==> config.mk <==
export PLATFORM = sky130hd
export DESIGN_NAME = icu_capture
export DESIGN_NICKNAME = d
export VERILOG_FILES = /design/src/rtl/icu_pkg.sv /design/src/rtl/icu_capture.sv
export SDC_FILE = /design/constraint.sdc
export NUM_CORES = 1
export LEC_CHECK = 0
export BUFFER_PORTS_ARGS = -buffer_cell sky130_fd_sc_hd__clkbuf_2
export CORE_ASPECT_RATIO = 0.75
export CORE_MARGIN = 2
export CORE_UTILIZATION = 38
export DETAILED_ROUTE_END_ITERATION = 10
export PLACE_DENSITY_LB_ADDON = 0.2
export SLEW_MARGIN = 20
export SYNTH_ARGS = -nofsm -noshare
export SYNTH_HDL_FRONTEND = slang
export SYNTH_SLANG_ARGS = --single-unit
export TNS_END_PERCENT = 10
==> constraint.sdc <==
create_clock -name ref_clk_i -period 3.45 [get_ports ref_clk_i]
set_input_delay 0.8625 -clock ref_clk_i [delete_from_list [all_inputs] [get_ports ref_clk_i]]
set_output_delay 0.8625 -clock ref_clk_i [all_outputs]
set_load 0.03 [all_outputs]
==> src/rtl/icu_pkg.sv <==
// Package of constants for the input capture unit.
package icu_pkg;

  // ==========================================================================
  // Register map.
  localparam logic [1:0] ADDR_CONTROL = 2'h0;
  localparam logic [1:0] ADDR_BUFFER = 2'h1;
  localparam logic [1:0] ADDR_IRQ_STATUS = 2'h2;
  localparam logic [1:0] ADDR_IRQ_MASK = 2'h3;

  // ==========================================================================
  // Control register fields.
  localparam int IDLE_STOP_POS = 13;
  localparam int TIMER_SEL_POS = 7;
  localparam int PER_IRQ_LSB = 5;
  localparam int OVERFLOW_POS = 4;
  localparam int NOT_EMPTY_POS = 3;
  localparam int MODE_LSB = 0;
  localparam logic [15:0] CONTROL_RESET = 16'h0000;
  localparam logic [15:0] CONTROL_WMASK = 16'h20E7;

  // ==========================================================================
  // Interrupt status bits.
  localparam int EV_CAPTURE_IRQ = 0;
  localparam int EV_OVERFLOW = 1;
  localparam int EV_WAKE = 2;
  localparam int EV_COUNT = 3;
  localparam logic [2:0] IRQ_RESET = 3'h0;

  // ==========================================================================
  // Mode codes and buffer sizing.
  localparam logic [2:0] MODE_OFF = 3'h0;
  localparam logic [2:0] MODE_EVERY_EDGE = 3'h1;
  localparam logic [2:0] MODE_FALL = 3'h2;
  localparam logic [2:0] MODE_RISE = 3'h3;
  localparam logic [2:0] MODE_RISE4 = 3'h4;
  localparam logic [2:0] MODE_RISE16 = 3'h5;
  localparam logic [2:0] MODE_UNUSED = 3'h6;
  localparam logic [2:0] MODE_WAKE = 3'h7;
  localparam int FIFO_DEPTH = 4;
  localparam logic [3:0] PRESCALE_4 = 4'h3;
  localparam logic [3:0] PRESCALE_16 = 4'hF;

endpackage

==> src/rtl/icu_capture.sv <==
// Input capture unit with control register, capture buffer and interrupt.
//
// The register addresses and the plain strobed port were chosen for this implementation.
`timescale 1ns/100ps
// ============================================================================
// Notes on behaviour
// [RL1] Idle-stop bit set halts capture while the CPU idles; clear keeps it running.
// [RL2] Timer-select set stores second timer count, clear stores third timer.
// [RL3] Captures-per-irq codes 00..11 interrupt on every 1st..4th capture.
// [RL4] Read-only overflow flag reads one after a capture overflow.
// [RL5] Read-only buffer flag reads one while a captured value remains.
// [RL6] Mode 111 is only a rising-edge wake interrupt in sleep or idle.
// [RL7] Mode 110 is unused and behaves as disabled.
// [RL8] Mode 101 captures every 16th rising edge, 100 every 4th.
// [RL9] Mode 011 captures every rising edge, 010 every falling edge.
// [RL10] Mode 001 captures both edges; interrupt on every capture there.
// [RL11] Mode 000 turns the unit off with no edge detection.
// [RL12] Status flags ignore software writes; they clear when the buffer drains or when mode 000 is written.
// [RL13] Captures sit in a four-entry FIFO; each read pops the oldest.
// [RL14] Capture into a full buffer sets overflow and keeps stored entries.
// [RL15] Reset clears all writable control fields to zero.
module icu_capture (
  input wire logic ref_clk_i,
  input wire logic resetn_i,
  input wire logic [1:0] addr_i,
  input wire logic [15:0] wdata_i,
  input wire logic wr_i,
  input wire logic rd_i,
  output logic [15:0] rdata_o,
  input wire logic cap_pin_i,
  input wire logic cpu_idle_i,
  input wire logic cpu_sleep_i,
  input wire logic [15:0] second_timer_count_i,
  input wire logic [15:0] third_timer_count_i,
  output logic irq_o
);

  typedef struct packed {
    logic [1:0] pin_sync;
    logic pin_prev;
    logic [2:0] mode;
    logic idle_stop_bit;
    logic timer_select_bit;
    logic [1:0] captures_per_irq;
    logic overflow_flag;
    logic [3:0] prescale;
    logic [1:0] irq_count;
    logic [15:0] fifo0;
    logic [15:0] fifo1;
    logic [15:0] fifo2;
    logic [15:0] fifo3;
    logic [1:0] rd_ptr;
    logic [1:0] wr_ptr;
    logic [2:0] level;
    logic [2:0] irq_status;
    logic [2:0] irq_mask;
    logic [15:0] rdata;
    logic irq;
  } icu_state_s;

  icu_state_s state_q;
  icu_state_s state_d;
  logic [15:0] entry [icu_pkg::FIFO_DEPTH];
  logic [15:0] control_view;
  logic rise;
  logic fall;
  logic halted;
  logic edge_hit;
  logic capture;
  logic pop;
  logic push;
  logic [2:0] events;

  assign entry[0] = state_q.fifo0;
  assign entry[1] = state_q.fifo1;
  assign entry[2] = state_q.fifo2;
  assign entry[3] = state_q.fifo3;

  // ==========================================================================
  // Control register as software sees it; flags are derived from state.
  always_comb begin
    control_view = 16'h0000;
    control_view[icu_pkg::IDLE_STOP_POS] = state_q.idle_stop_bit;
    control_view[icu_pkg::TIMER_SEL_POS] = state_q.timer_select_bit;
    control_view[icu_pkg::PER_IRQ_LSB +: 2] = state_q.captures_per_irq;
    control_view[icu_pkg::OVERFLOW_POS] = state_q.overflow_flag; // RL4
    control_view[icu_pkg::NOT_EMPTY_POS] = state_q.level != 3'h0; // RL5
    control_view[icu_pkg::MODE_LSB +: 3] = state_q.mode;
  end

  // ==========================================================================
  // Edge detection and capture decision.
  always_comb begin
    rise = state_q.pin_sync[1] & ~state_q.pin_prev;
    fall = ~state_q.pin_sync[1] & state_q.pin_prev;
    halted = state_q.idle_stop_bit & cpu_idle_i; // RL1
    edge_hit = 1'b0;
    case (state_q.mode)
      icu_pkg::MODE_EVERY_EDGE: edge_hit = rise | fall; // RL10
      icu_pkg::MODE_FALL: edge_hit = fall; // RL9
      icu_pkg::MODE_RISE: edge_hit = rise; // RL9
      icu_pkg::MODE_RISE4: edge_hit = rise &&
        state_q.prescale[1:0] == icu_pkg::PRESCALE_4[1:0]; // RL8
      icu_pkg::MODE_RISE16: edge_hit = rise &&
        state_q.prescale == icu_pkg::PRESCALE_16; // RL8
      default: edge_hit = 1'b0; // RL7 RL11
    endcase
    capture = edge_hit & ~halted;
    pop = rd_i && addr_i == icu_pkg::ADDR_BUFFER && state_q.level != 3'h0;
    push = capture && state_q.level != 3'(icu_pkg::FIFO_DEPTH); // RL14
    events = 3'h0;
    if (capture) begin
      // Every-edge mode ignores the per-interrupt count.
      if (state_q.mode == icu_pkg::MODE_EVERY_EDGE ||
          state_q.irq_count == state_q.captures_per_irq) begin // RL3 RL10
        events[icu_pkg::EV_CAPTURE_IRQ] = 1'b1;
      end
    end
    events[icu_pkg::EV_OVERFLOW] = capture & ~push; // RL14
    events[icu_pkg::EV_WAKE] = state_q.mode == icu_pkg::MODE_WAKE &&
      (cpu_sleep_i || cpu_idle_i) && rise; // RL6
  end

  // ==========================================================================
  // Next state.
  always_comb begin
    state_d = state_q;
    state_d.pin_sync = {state_q.pin_sync[0], cap_pin_i};
    state_d.pin_prev = state_q.pin_sync[1];
    // The divider counts every unhalted rising edge of a divided mode, not only the
    // ones that capture, otherwise it would never reach its terminal count.
    if (rise && !halted && (state_q.mode == icu_pkg::MODE_RISE4 ||
        state_q.mode == icu_pkg::MODE_RISE16)) begin
      state_d.prescale = state_q.prescale + 4'h1; // RL8
    end
    if (capture) begin
      if (state_q.mode == icu_pkg::MODE_EVERY_EDGE ||
          state_q.irq_count == state_q.captures_per_irq) begin
        state_d.irq_count = 2'h0;
      end else begin
        state_d.irq_count = state_q.irq_count + 2'h1;
      end
    end
    if (push) begin
      // Timer value is taken in the capture cycle itself.
      case (state_q.wr_ptr)
        2'h0: state_d.fifo0 = state_q.timer_select_bit ?
          second_timer_count_i : third_timer_count_i; // RL2 RL13
        2'h1: state_d.fifo1 = state_q.timer_select_bit ?
          second_timer_count_i : third_timer_count_i;
        2'h2: state_d.fifo2 = state_q.timer_select_bit ?
          second_timer_count_i : third_timer_count_i;
        default: state_d.fifo3 = state_q.timer_select_bit ?
          second_timer_count_i : third_timer_count_i;
      endcase
      state_d.wr_ptr = state_q.wr_ptr + 2'h1;
    end
    if (pop) begin
      state_d.rd_ptr = state_q.rd_ptr + 2'h1; // RL13
    end
    state_d.level = state_q.level + {2'h0, push} - {2'h0, pop};
    if (events[icu_pkg::EV_OVERFLOW]) begin
      state_d.overflow_flag = 1'b1; // RL14
    end else if (pop && !push && state_q.level == 3'h1) begin
      state_d.overflow_flag = 1'b0; // RL12
    end
    state_d.rdata = 16'h0000;
    if (rd_i) begin
      if (addr_i == icu_pkg::ADDR_CONTROL) begin
        state_d.rdata = control_view;
      end else if (addr_i == icu_pkg::ADDR_BUFFER) begin
        state_d.rdata = state_q.level != 3'h0 ? entry[state_q.rd_ptr] :
          16'h0000;
      end else if (addr_i == icu_pkg::ADDR_IRQ_STATUS) begin
        state_d.rdata = {13'h0000, state_q.irq_status};
      end else begin
        state_d.rdata = {13'h0000, state_q.irq_mask};
      end
    end
    state_d.irq_status = state_q.irq_status;
    if (wr_i) begin
      if (addr_i == icu_pkg::ADDR_CONTROL) begin
        // Flag bits are not in the write mask and so ignore writes.
        state_d.idle_stop_bit = wdata_i[icu_pkg::IDLE_STOP_POS]; // RL12
        state_d.timer_select_bit = wdata_i[icu_pkg::TIMER_SEL_POS];
        state_d.captures_per_irq = wdata_i[icu_pkg::PER_IRQ_LSB +: 2];
        state_d.mode = wdata_i[icu_pkg::MODE_LSB +: 3];
        if (wdata_i[icu_pkg::MODE_LSB +: 3] == icu_pkg::MODE_OFF) begin
          // Turning off drains the buffer and clears both flags.
          state_d.level = 3'h0; // RL11 RL12
          state_d.rd_ptr = 2'h0;
          state_d.wr_ptr = 2'h0;
          state_d.overflow_flag = 1'b0;
          state_d.prescale = 4'h0;
          state_d.irq_count = 2'h0;
        end
      end else if (addr_i == icu_pkg::ADDR_IRQ_STATUS) begin
        state_d.irq_status = state_q.irq_status & ~wdata_i[2:0];
      end else if (addr_i == icu_pkg::ADDR_IRQ_MASK) begin
        state_d.irq_mask = wdata_i[2:0];
      end
    end
    // Hardware set beats a software clear in the same cycle.
    state_d.irq_status = state_d.irq_status | events;
    state_d.irq = |(state_d.irq_status & state_d.irq_mask);
  end

  // ==========================================================================
  // State register.
  always_ff @(posedge ref_clk_i or negedge resetn_i) begin
    if (!resetn_i) begin
      state_q <= '0; // RL15
    end else begin
      state_q <= state_d;
    end
  end

  assign rdata_o = state_q.rdata;
  assign irq_o = state_q.irq;

endmodule // icu_capture

==> metrics <==
Mapped Nets=459; arrival time at the worst endpoint=around 2.9 ns; reg2reg setup slack=0.78 ns; worst slew pin tran=0.8748 ns; status=finished, final reports clean; clk_lat worst skew=0.35 ns; hold slack=0.3571 ns; Worst path depth=13; RSZ-0062 raised after global routing=false; Setup TNS=0 ns; Clock Sink Count=111; hold depth=0; CTS clock-pin slew for the worst setup and hold paths=0.07 ns; Crit path buffers/inverters=3; Core ar.=0.01384 mm^2; Finished Layout Cells=616; gr usage total=roughly 15%; Die ar.=0.01524 mm^2; Clock Tree Root=clkbuf_16; # diodes=0; pin count of the biggest net entering global routing=between 90 and 100; vias=3,097; CP cell instances=ha_1, inv_1, o31a_1, nor3_2, nand2_1, ha_1, inv_1, ha_1, inv_1, fa_1, xor2_1, xnor2_1, nor2_1; P&R area growth vs syn=12.66%; highest-count cells in the layout ignoring fill and taps=dfrtp_1 (111), clkbuf_2 (63), mux2_2 (58); row count=37; Critical Path Fanout Max=3; Achievable Freq=approximately 370 MHz; width of the die=141.9 um; Yosys top cell area share=between 50% and 60%; first-pass GRT wire length=between 15 and 20 mm; CTS Buffer Depth=2; Pleak=2.906 nW; sequential cell area fraction in the yosys report=51.27%; layout cells sized above 1=44.44%; Setup crit end kind=register; Worst Path Class, Setup=reg -> reg; PwrDens=between 800 and 900 mW/mm^2; PortBufs=between 60 and 70; Post-Syn Area per Cell=13.82 um^2; final setup vio count=0; number of global-route vias before repair=3,275; delay-heaviest family, CP=adder cells; final worst-path cycle share=77.44%; CTS tree=yes; top cells by area, synth=dfrtp_1 (51%), mux2_2 (12%), mux2_4 (8.3%); pre-CTS WS=about 0.45 ns; HP Class=reg -> reg; final instance area=0.006103 mm^2; Placed Area=0.005783 mm^2; max-cap violations=0; Die Ht=around 110 um; CTS Hold Bufs=0; HPWL Detailed=7.329 mm; DRT antenna net count=0; Reg2Reg Depth=13; final hold vios=0; initial antenna violation count=0; DR pass1 iterations=4; Setup Buffers After CTS=0; Tmin final=approximately 2.7 ns; most common cell after layout, fill and taps aside=dfrtp_1; GRT overflow=0; IO Pins=74; Startpoint Class=register; Yosys reg bits=111; Yosys top cell by area=dfrtp_1; Vias per Instance=5.028; H-tree levels=3; Worst EP required=3.67 ns; critical path's largest stage delay=0.39 ns; pins over their slew limit=0; PnR Total Power=5.036 mW; Initial Utilization=approximately 40%; WL/cell=17.36 um; DRC viols=0; GP Congestion=0.7369; DRT Wirelength=10.69 mm; Synthesis Warnings=0; Placed Instances=601; clock skew=0.006515 ns; worst setup slack after layout=0.7783 ns; cts bufs inserted=9; post-CTS sizing=0; Worst IR Drop VDD=between 0.2 and 0.3 mV; fin nets=504; CP max-delay cell=dfrtp_1; synthesized area=0.005418 mm^2; Slew HR=41.68%; post-layout util=44.09%; Starting DRT DRC Count=129; Mapped Cells=392; Yosys cell types=45
[routing by layer]
layer  GRT usage (%)  part of all wire (%)  wire, um  up-vias
li1                -                     -         -     1458
met1           22.03                    50      5360     1582
met2           23.44                    46      4881       55
met3           4.181                   3.8       403        2
met4           4.143                  0.43        46        0
met5               0                     0         0        -
[worst reg2reg max path, delay by kind of cell, from the launching register on]
kind | cells | cell delay, ns
adders and majority gates | 4 | 0.99
xor gates and xnor gates | 2 | 0.29
AOI/OAI and AO/OA | 1 | 0.30
DFF | 1 | 0.39
and+or+nand+nor | 3 | 0.42
buffers and inverters | 3 | 0.15
[area by class of cell]
| type | count | area (um^2) |
|---|---|---|
| Timing Repair Buffer | 69 | 372.9 |
| Multi-Input combinational cell | 235 | 2372 |
| Fill cell | 1261 | 7739 |
| Clock inverter | 5 | 81.33 |
| Inverter | 11 | 41.29 |
| Clock buffer | 10 | 239.0 |
| Sequential cell | 111 | 2778 |
| Tap cell | 175 | 219.0 |
[logic make-up (layout without fill, tap and decap cells)]
group                    count (synthesis)  count (layout)  synth area share (%)
multiplexers                           112             112                 28.50
buffers and inverters                   46              95                 4.942
AO/OA/AOI/OAI                           23              23                 3.141
adder cells (fa/ha/maj)                 10              10                 2.448
AND/OR/NAND/NOR                         81              81                 8.245
XOR/XNOR                                 9               9                 1.455
flip-flops                             111             111                 51.27
[report_power, final]
part	leakage (nW)	internal, mW	switching [mW]
Clock	0.155	0.653	0.455
Sequential	1.38	1.82	0.401
Combinational	1.37	1.02	0.687
Total	2.91	3.49	1.54
[cell usage after synthesis]
| cell | number |
|---|---|
| nor2_1 | 24 |
| a21oi_1 | 1 |
| nand2b_1 | 1 |
| mux2_2 | 58 |
| dfrtp_1 | 111 |
| xor2_1 | 4 |
| and4b_1 | 1 |
| inv_1 | 11 |
| buf_2 | 3 |
| xnor2_1 | 5 |
| nor4_1 | 1 |
| buf_1 | 1 |
| clkbuf_1 | 10 |
| nand4_1 | 2 |
| nor3_2 | 2 |
| buf_6 | 4 |
| o21ai_0 | 4 |
| o2111ai_1 | 1 |
| a22o_1 | 2 |
| nand3_1 | 2 |
| nor2b_1 | 2 |
| nand2_2 | 1 |
| mux2i_1 | 8 |
| and3b_1 | 1 |
| a22oi_1 | 7 |
| o2bb2ai_1 | 1 |
| o211ai_1 | 1 |
| or4bb_1 | 1 |
| o31a_1 | 1 |
| nand4b_1 | 1 |
| o21a_1 | 1 |
| mux2_4 | 30 |
| nor3_1 | 4 |
| fa_1 | 1 |
| ha_1 | 9 |
| nand2_1 | 23 |
| a21boi_0 | 1 |
| nor3b_2 | 1 |
| buf_4 | 16 |
| nand3_2 | 1 |
| nand3_4 | 3 |
| a221oi_1 | 3 |
| clkbuf_2 | 1 |
| and2_1 | 10 |
| mux4_2 | 16 |
[flip-flops by register name, indices dropped and copies added, names as in the netlist]
name / cells
state_q: 20
state_d: 2
rdata_o: 16
entry: 64
irq_o: 1
control_view: 8
[path summary, 6_finish.rpt]
| check | startpoint | to |
|---|---|---|
| worst max-delay path | state_q[96] | state_q[25] |
| worst min-delay path | state_d[110] | state_d[108] |
| worst max register to register | state_q[96] | state_q[25] |
| worst min register to register | state_d[110] | state_d[108] |
| max in group asynchronous | resetn_i | state_q[21] |
| min in group asynchronous | resetn_i | entry[10] |
Power figures use the tool's default switching activity.
